$ cat config.mk
export PLATFORM = sky130hd
export DESIGN_NAME = mcx_exec
export DESIGN_NICKNAME = d
export VERILOG_FILES = /design/src/mcx_pkg.sv /design/src/mcx_data_mem.sv /design/src/mcx_exec.sv
export SDC_FILE = /design/constraint.sdc
export NUM_CORES = 1
export LEC_CHECK = 0
export ABC_AREA = 1
export BUFFER_PORTS_ARGS = -buffer_cell sky130_fd_sc_hd__buf_2
export CORE_MARGIN = 2
export CORE_UTILIZATION = 50
export DETAILED_ROUTE_END_ITERATION = 7
export PLACE_DENSITY = 0.64
export SETUP_SLACK_MARGIN = 0.15
export SYNTH_ARGS = -nofsm -noshare
export SYNTH_HDL_FRONTEND = slang
export SYNTH_SLANG_ARGS = --single-unit
$ cat constraint.sdc
create_clock -name ref_clk -period 8.6 [get_ports ref_clk]
set_input_delay 0 -clock ref_clk [delete_from_list [all_inputs] [get_ports ref_clk]]
set_output_delay 0 -clock ref_clk [all_outputs]
set_load 0.05 [all_outputs]
$ cat src/mcx_pkg.sv
// constants and types shared by the instruction slice executor
package mcx_pkg;
    // operation codes as handed over by the fetch/decode stage
    typedef enum logic [2:0] {
        MCX_SOFT_INT = 3'h0,
        MCX_OR_IMMEDIATE_OP = 3'h1,
        MCX_OR_REGISTER_OP = 3'h2,
        MCX_WRITE_SPECIAL_PAGE_OP = 3'h3,
        MCX_READ_SPECIAL_PAGE_OP = 3'h4,
        MCX_LONG_JUMP_OP = 3'h5,
        MCX_LONG_CALL_OP = 3'h6,
        MCX_STORE_ACCUMULATOR_OP = 3'h7
    } mcx_op_t;

    localparam int MCX_PC_W = 11;
    localparam int MCX_DATA_W = 8;
    localparam int MCX_RADDR_W = 7;
    localparam int MCX_SFR_IDX_W = 4;
    // software interrupt target address
    localparam logic [10:0] MCX_INT_VECTOR = 11'h001;
    // valid special page window
    localparam logic [3:0] MCX_SFR_LO = 4'h5;
    localparam logic [3:0] MCX_SFR_HI = 4'hF;
    // reset values
    localparam logic [10:0] MCX_PC_RST = 11'h000;
    localparam logic [7:0] MCX_ACC_RST = 8'h00;
    localparam logic [7:0] MCX_SFR_RST = 8'h00;
    // extra stall cycles after issue (total cycles minus one)
    localparam logic [1:0] MCX_STALL_INT = 2'h2;
    localparam logic [1:0] MCX_STALL_BRANCH = 2'h1;
endpackage

$ cat src/mcx_data_mem.sv
// data register file, synchronous write, registered read
`timescale 1ns/1ps
`default_nettype none
module mcx_data_mem #(
    parameter int WIDTH = 8,
    parameter int DEPTH = 128
) (
    // clock
    input wire logic clk,
    // read port
    input wire logic [$clog2(DEPTH)-1:0] rd_addr,
    output logic [WIDTH-1:0] rd_data,
    // write port
    input wire logic wr_en,
    input wire logic [$clog2(DEPTH)-1:0] wr_addr,
    input wire logic [WIDTH-1:0] wr_data
);
    logic [WIDTH-1:0] mem [DEPTH];

    // write, and read of the old contents
    always_ff @(posedge clk) begin
        if (wr_en) begin
            mem[wr_addr] <= wr_data;
        end
        rd_data <= mem[rd_addr];
    end
endmodule
`default_nettype wire

$ cat src/mcx_exec.sv
// execution logic for a slice of an 8-bit core's instruction set
`timescale 1ns/1ps
`default_nettype none
module mcx_exec #(
    parameter int STACK_DEPTH = 8
) (
    // clock and reset
    input wire logic ref_clk,
    input wire logic resetn,
    // decoded instruction
    input wire logic insn_valid,
    input wire mcx_pkg::mcx_op_t insn_op,
    input wire logic [10:0] insn_imm,
    input wire logic insn_dest,
    // core state
    output logic insn_ready,
    output logic retire,
    output logic [10:0] pc,
    output logic [7:0] accumulator,
    output logic zero_flag,
    output logic [$clog2(STACK_DEPTH)-1:0] stack_ptr,
    output logic [10:0] stack_top
);
    import mcx_pkg::*;

    localparam int SP_W = $clog2(STACK_DEPTH);

    initial begin
        if (STACK_DEPTH < 2 || (1 << SP_W) != STACK_DEPTH) begin
            $error("STACK_DEPTH must be a power of two of at least 2");
        end
    end

    logic ex_valid_r;
    mcx_op_t ex_op_r;
    logic [10:0] ex_imm_r;
    logic ex_dest_r;
    logic fwd_hit_r;
    logic [7:0] fwd_data_r;
    logic [1:0] wait_r;
    logic [7:0] mem_rdata;
    logic [7:0] operand;
    logic [7:0] or_result;
    logic mem_we;
    logic [7:0] mem_wdata;
    logic issue;
    logic sfr_ok;
    logic [3:0] sfr_idx;
    logic [7:0] sfr_r [16];

    // register index lies in the documented special page window
    function automatic logic sfr_in_range(input logic [3:0] idx);
        return idx >= MCX_SFR_LO && idx <= MCX_SFR_HI;
    endfunction

    assign issue = insn_valid && insn_ready;
    assign operand = fwd_hit_r ? fwd_data_r : mem_rdata;
    assign or_result = accumulator | operand;
    assign sfr_idx = ex_imm_r[3:0];
    assign sfr_ok = sfr_in_range(sfr_idx);

    // data register write from the execute stage
    always_comb begin
        mem_we = 1'b0;
        mem_wdata = accumulator;
        if (ex_valid_r && ex_op_r == MCX_OR_REGISTER_OP && ex_dest_r) begin
            mem_we = 1'b1;
            mem_wdata = or_result;
        end else if (ex_valid_r && ex_op_r == MCX_STORE_ACCUMULATOR_OP) begin
            mem_we = 1'b1;
        end
    end

    mcx_data_mem #(
        .WIDTH(8),
        .DEPTH(128)
    ) u_mem (
        .clk(ref_clk),
        .rd_addr(insn_imm[6:0]),
        .rd_data(mem_rdata),
        .wr_en(mem_we),
        .wr_addr(ex_imm_r[6:0]),
        .wr_data(mem_wdata)
    );

    // issue stage latch; bypass a write that the memory read missed
    always_ff @(posedge ref_clk or negedge resetn) begin
        if (!resetn) begin
            ex_valid_r <= 1'b0;
            ex_op_r <= MCX_SOFT_INT;
            ex_imm_r <= 11'h000;
            ex_dest_r <= 1'b0;
            fwd_hit_r <= 1'b0;
            fwd_data_r <= 8'h00;
        end else begin
            ex_valid_r <= issue;
            if (issue) begin
                ex_op_r <= insn_op;
                ex_imm_r <= insn_imm;
                ex_dest_r <= insn_dest;
                fwd_hit_r <= mem_we && ex_imm_r[6:0] == insn_imm[6:0];
                fwd_data_r <= mem_wdata;
            end
        end
    end

    // issue pacing: multi-cycle ops hold off the next instruction
    always_ff @(posedge ref_clk or negedge resetn) begin
        if (!resetn) begin
            insn_ready <= 1'b1;
            wait_r <= 2'h0;
        end else if (issue && insn_op == MCX_SOFT_INT) begin
            insn_ready <= 1'b0;
            wait_r <= MCX_STALL_INT - 2'h1;
        end else if (issue && (insn_op == MCX_LONG_JUMP_OP ||
                               insn_op == MCX_LONG_CALL_OP)) begin
            insn_ready <= 1'b0;
            wait_r <= MCX_STALL_BRANCH - 2'h1;
        end else if (!insn_ready) begin
            if (wait_r == 2'h0) begin
                insn_ready <= 1'b1;
            end else begin
                wait_r <= wait_r - 2'h1;
            end
        end
    end

    // accumulator and zero flag
    always_ff @(posedge ref_clk or negedge resetn) begin
        if (!resetn) begin
            accumulator <= MCX_ACC_RST;
            zero_flag <= 1'b0;
        end else if (ex_valid_r) begin
            unique case (ex_op_r)
                MCX_OR_IMMEDIATE_OP: begin
                    accumulator <= accumulator | ex_imm_r[7:0];
                    zero_flag <= (accumulator | ex_imm_r[7:0]) == 8'h00;
                end
                MCX_OR_REGISTER_OP: begin
                    if (!ex_dest_r) begin
                        accumulator <= or_result;
                    end
                    zero_flag <= or_result == 8'h00;
                end
                MCX_READ_SPECIAL_PAGE_OP: begin
                    if (sfr_ok) begin
                        accumulator <= sfr_r[sfr_idx];
                    end
                end
                default: begin
                    accumulator <= accumulator;
                end
            endcase
        end
    end

    // special page registers, written only inside the valid window
    always_ff @(posedge ref_clk or negedge resetn) begin
        if (!resetn) begin
            for (int i = 0; i < 16; i++) begin
                sfr_r[i] <= MCX_SFR_RST;
            end
        end else if (ex_valid_r && ex_op_r == MCX_WRITE_SPECIAL_PAGE_OP &&
                     sfr_ok) begin
            sfr_r[sfr_idx] <= accumulator;
        end
    end

    // program counter, stack and retire pulse
    always_ff @(posedge ref_clk or negedge resetn) begin
        if (!resetn) begin
            pc <= MCX_PC_RST;
            stack_ptr <= '0;
            stack_top <= MCX_PC_RST;
            retire <= 1'b0;
        end else begin
            retire <= ex_valid_r;
            if (ex_valid_r) begin
                unique case (ex_op_r)
                    MCX_SOFT_INT, MCX_LONG_CALL_OP: begin
                        stack_top <= pc + 11'h001;
                        stack_ptr <= stack_ptr + 1'b1;
                        pc <= (ex_op_r == MCX_SOFT_INT) ? MCX_INT_VECTOR
                                                        : ex_imm_r;
                    end
                    MCX_LONG_JUMP_OP: begin
                        pc <= ex_imm_r;
                    end
                    default: begin
                        pc <= pc + 11'h001;
                    end
                endcase
            end
        end
    end
endmodule
`default_nettype wire

**After elaboration in Yosys (flattened, before gate mapping)**

Memory sizes are Yosys's and may differ from the RTL's. A register that Yosys moved wholly into a read port is not among the register bits.
Cells that the tools add are included.

- Output and inout port bits: 36
- Word-level logic and storage cells: 105
- Flip-flop bits (word level): 191
- Memories kept: 1
- Input bits: 18
- Memory bits (writable): 1024

Memories:

| name | words | width | rd ports | clocked after Yosys merged registers in | wr ports | RTL line | RTL |
|---|---|---|---|---|---|---|---|
| u_mem.mem | 128 | 8 | 1 | 1 | 1 | mcx_data_mem.sv:18 | `logic [WIDTH-1:0] mem [DEPTH];` |

- Bitwise gates (word level): 3
- $add $sub $neg: 3
- Equality and inequality tests: 14
- Muxes and demuxes: 26
- $lt $le $gt $ge: 4
- Reductions and logical operators: 24

Operators with widths:

| kind | count |
|---|---|
| $bwmux W128 | 1 |
| $mux W8 | 7 |
| $bmux W8 S4 | 1 |
| $demux W8 S4 | 1 |
| $pmux W8 S3 | 1 |
| $pmux W11 S2 | 1 |
| $eq A3 B3 Y1 const B | 6 |
| $logic_not A8 Y1 | 2 |
| $or A8 B8 Y8 | 2 |
| $add A11 B1 Y11 const B | 1 |
| $logic_and A1 B1 Y1 | 11 |
| $mux W11 | 1 |
| $mux W1 | 8 |
| $mux W2 | 4 |
| $eq A7 B7 Y1 | 1 |
| $eq A3 B2 Y1 const B | 2 |
| $logic_not A3 Y1 | 2 |
| $reduce_and A2 Y1 | 3 |
| $ge A5 B5 Y1 const B | 1 |
| $lt A5 B1 Y1 const B | 1 |
| $not A4 Y5 | 1 |
| $ge A4 B3 Y1 const B | 1 |
| $le A4 B4 Y1 const B | 1 |
| $ne A2 B2 Y1 const B | 2 |
| 12 further kinds | 12 |

**Longest topological paths before layout**

- Word-level depth: 6
- Depth in mapped cells: 14
- Mapped depth without buffers: 11

**By module**

Synthesis repeated with hierarchy kept, for this count alone.

- Cells, all modules: 4762
- Area total of the unflattened synthesis: 51340.5 um2

Modules (own cells, without submodules):

| module | area each (um2) | times used | cells an instance | sequential area each (um2) |
|---|---|---|---|---|
| mcx_data_mem | 42104.1 | 1 | 3575 | 30909.6 |
| mcx_exec | 9236.4 | 1 | 1187 | 4780.8 |

**Worst setup path after synthesis**

OpenSTA, ideal clock, no wires.

- Kind: flip-flop to flip-flop
- From: register accumulator[5]
- To: memory u_mem.mem[0][5], data pin
- Setup slack: 3.227 ns
- Data required time: 7.702 ns
- Buffers on the path: 0
- Cell stages (with the launch flop): 5
- Setup time: 0.898 ns
- Arrival: 4.476 ns
- Period minus slack after synthesis: 5.373 ns
- Cell sequence: dfrtp_1 > inv_1 > nand3_1 > inv_1 > a21oi_1

- Cells in the longest elaborated chain, start to end: 2

Ends and longest elaborated chain:

| item | RTL line | RTL |
|---|---|---|
| start, declared | mcx_exec.sv:19 | `output logic [7:0] accumulator,` |
| start signal, assigned | mcx_exec.sv:136 | `accumulator <= accumulator \| ex_imm_r[7:0];` |
| start signal, assigned | mcx_exec.sv:141 | `accumulator <= or_result;` |
| start signal, assigned | mcx_exec.sv:147 | `accumulator <= sfr_r[sfr_idx];` |
| $or A8 B8 Y8 | mcx_exec.sv:58 | `assign or_result = accumulator \| operand;` |
| $mux W8 * | mcx_exec.sv:66 | `if (ex_valid_r && ex_op_r == MCX_OR_REGISTER_OP && ex_dest_r) begin` |
| named net mem_wdata[5] | mcx_exec.sv:45 | `logic [7:0] mem_wdata;` |
| end, declared | mcx_data_mem.sv:18 |  |

The timed path passes the listed nets; every way through them passes the cells marked *.

==> impl_metrics.yaml <==
timing:
  skew_ns: 0.0308
  min_period_ns: 3.76
  fin_ws_ns: 4.84
  setup_viol: 0
  hold_violations: 0
  fmax_mhz: 266
  relSlewSlack_pct: 22.3
  slew_viol_final: 0
  fin_crit_sh_pct: 43.8
  worstMarginPinSlew_ns: 1.16
  tns_ns: 0
  whs_ns: 0.0609
  rsz0062_at_grt: "false"
route:
  post_drt_via_cell_ratio: 5.70
  drt_wl_total_um: 132000
  ant_nets: 0
  num_vias: 33700
  first_pass_iters: 5
  wire_per_inst_um: 22.3
  remaining_drc_errors: 0
  drt_iter0_drc: 4168
logic_synthesis:
  synthTopCellsByArea: "edfxtp_1, nand2_1, dfrtp_1, nand3_1, buf_2"
  syn_inst: 4532
  synth_top_area_cell: "edfxtp_1"
  synth_nets: 4553
  yosys_warnings: 0
  syn-cell-area_um2: 50900
  yosysTopAreaCellShare_pct: 60.4
  synth_area_per_cell_um2: 11.2
  yosysSeqAreaShare_pct: 70.1
  synth_cell_types: 41
  ys_ff_latch: 1223
final_layout:
  syn_to_final_growth_pct: 9.55
  layoutNonFillerInstCount: 5913
  drive_gt1_share_pct: 8.38
  final_cell_area_um2: 55800
  fin_nets: 4479
  antenna_cells: 0
job:
  cap_violations: 0
power_and_ir_drop:
  swShare_pct: 31.0
  power_switching_mw: 4.94
  internal_power_mw: 11.0
  pwr-share-seq_pct: 48.4
  combPwrFrac_pct: 19.1
  p_leak_nw: 20.7
  ir_drop_mv: 0.239
  powerDensity_nw_per_um2: 286
  power.share.clock_pct: 32.5
floorplanning:
  die_area_um2: 104000
  die_w_um: 323
  start_util_pct: 50.2
  rows: 117
  die_y_um: 323
  core_um2: 101000
  num_io_pins: 54
grt:
  grtUsageTotal_pct: 25.4
  antenna_found_initial: 2
  grt_overflow: 0
  grt_max_degree: 194
  grt_pass1_vias: 32200
  grt_pass1_wl_um: 199000
place:
  gp_congestion: 0.881
  place_ws_ns: 4.89
  placedCellCount: 5669
  portBuffers: 53
  hpwl_um: 73700
  place_area_um2: 51700
cts:
  clockBufferDepth: 3
  cts_resized: 0
  root_buffer: "clkbuf_16"
  postCtsSetupRepairBufs: 0
  clk_pin_slew_ns: 0.06
  h-tree-depth: 4
  numCtsBuffers: 130
  clock_latency_ns: 0.73
  cts_tree: "yes"
  cts_sinks: 1223
critical_path:
  cp-start-kind: "input pin"
  crit_type: "in2reg"
  endpoint_kind: "flop"
  crit_arrival_ns: 4.37
  required_ns: 9.21
  cp_max_fo: 80
status:
  status: "finished, final reports clean"
worst_hold_path:
  hold_path.class: "in2reg"
-- worst max-delay path, cell delays in order --
cell and delay (ns):
clkbuf_8 0.42, buf_4 0.74, buf_4 0.88, nand3_1 0.25
nand3_1 0.15, nand3_1 0.11, nand2_1 0.24, nand2_1 0.10
nand3_1 0.10, nand2_1 0.06, nand2_1 0.06, dlygate4sd3_1 0.54
nand2_1 0.05, dlygate4sd3_1 0.55
-- final timing paths --
| kind | endpoint | from | slack [ns] | depth (start not counted) |
|---|---|---|---|---|
| setup / recovery | u_mem.rd_data[6] | insn_imm[1] | 4.84 | 14 |
| hold / removal | ex_dest_r | insn_dest | 0.06 | 4 |
| setup reg to reg | u_mem.mem[127][2] | ex_op_r[2] | 4.85 | 7 |
| hold reg to reg | sfr_r[115] | sfr_r[115] | 0.38 | 0 |
| max in group asynchronous | sfr_r[8] | resetn | 6.54 | 5 |
| min in group asynchronous | stack_ptr[2] | resetn | 0.41 | 4 |
-- registers in the layout (all words and copies together) (netlist names) --
name and cells:
accumulator 8, ex_dest_r 1, ex_imm_r 11, ex_op_r 3
ex_valid_r 1, fwd_data_r 8, fwd_hit_r 1, insn_ready 1
pc 11, retire 1, sfr_r 128, stack_ptr 3
stack_top 11, u_mem.mem 1024, u_mem.rd_data 8, wait_r 2
zero_flag 1
-- Yosys cell counts --
cell       count
a22oi_1       68
xnor2_1        3
a2bb2oi_1      1
nor2_8         3
inv_4          2
a21oi_1       37
a21oi_4        1
nand2_2        9
dfxtp_1        8
nor2_1       184
clkinv_1       3
xor2_1        11
clkbuf_1      92
o21ai_1       24
nor2_4         1
a31oi_1        1
nand4_1       13
o22ai_1        8
a211oi_1       2
nor3_4         1
inv_1         54
nand3_2        3
nand3_4       10
buf_6         14
inv_2         11
nor4_1         3
dfstp_2        1
nor2_2         4
buf_2        145
ha_1           3
nor3_1         6
buf_1         21
edfxtp_1    1024
nand2_1     1489
o21ai_2       67
o21ai_0       19
dfrtp_1      190
nor3_2         1
buf_12         1
nand3_1      941
buf_4         53
-- layout make-up --
type,count,area (um2)
Clock buffer,177,3570
Tap cell,1368,1710
Inverter,70,292
Timing Repair Buffer,120,903
Sequential cell,1223,35700
Fill cell,8519,45600
Clock inverter,42,289
Multi-Input combinational cell,2913,13300
-- cell usage in the layout (no fill, tap or decap), types with 2 or more instances in the layout --
master and n:
nand2_1 1489, edfxtp_1 1024, nand3_1 941, dfrtp_1 190, nor2_1 184, clkbuf_16 134
a22oi_1 68, o21ai_2 67, inv_1 52, buf_2 49, buf_4 41, clkbuf_1 37
a21oi_1 29, clkinv_1 24, o21ai_1 24, dlygate4sd3_1 24, o21ai_0 19, nand4_1 13
clkinv_2 12, inv_2 11, xor2_1 11, nand3_4 10, nand2_2 9, a21oi_4 9
o22ai_1 8, clkbuf_8 8, dfxtp_1 8, nor3_1 6, inv_6 5, nor2_2 4
nor2_8 3, nand3_2 3, xnor2_1 3, nor4_1 3, ha_1 3, bufinv_16 3
inv_4 2, a211oi_1 2, buf_12 2
-- per-stage QoR --
step | power, mW | util [%]
final | 16.0 | 55.0
after global routing | 16.5 | 55.0
after CTS | 16.0 | 55.0
after detailed placement | 10.8 | 50.9
after global placement | 10.8 | 50.9
after floorplan | 9.68 | -
-- power by group through the flow --
stage               Combinational [mW]  Sequential [mW]  Clock [mW]
finish                            3.04             7.72        5.19
global route                      3.28             7.74        5.48
CTS                               3.03             7.72        5.25
detailed placement                3.00             7.83           0
global placement                  2.98             7.83           0
floorplan                         1.49             8.19           0
-- routing by layer --
layer | global-route usage (%) | part of all wire, %
met5 | 0 | 0
met4 | 8.83 | 2.8
met3 | 4.66 | 8.4
met2 | 38.5 | 45
met1 | 37.1 | 43
-- cell families (layout without fill, tap and decap cells) --
family                   after synthesis  after routing  synth area share (%)
XOR/XNOR                              14             14                 0.241
AO/OA/AOI/OAI                        228            228                  3.13
flip-flops                          1223           1223                  70.1
AND/OR/NAND/NOR                     2668           2668                  22.6
buffers and inverters                396            409                  3.91
adder cells (fa/ha/maj)                3              3                0.0737
-- what timing repair did --
action / in CTS / in global routing
hold endpoints to repair: 142 / 0
hold buffers: 25 / 0
endpoints found under the setup margin: 0 / 0
(Power assumes the default switching activity.)
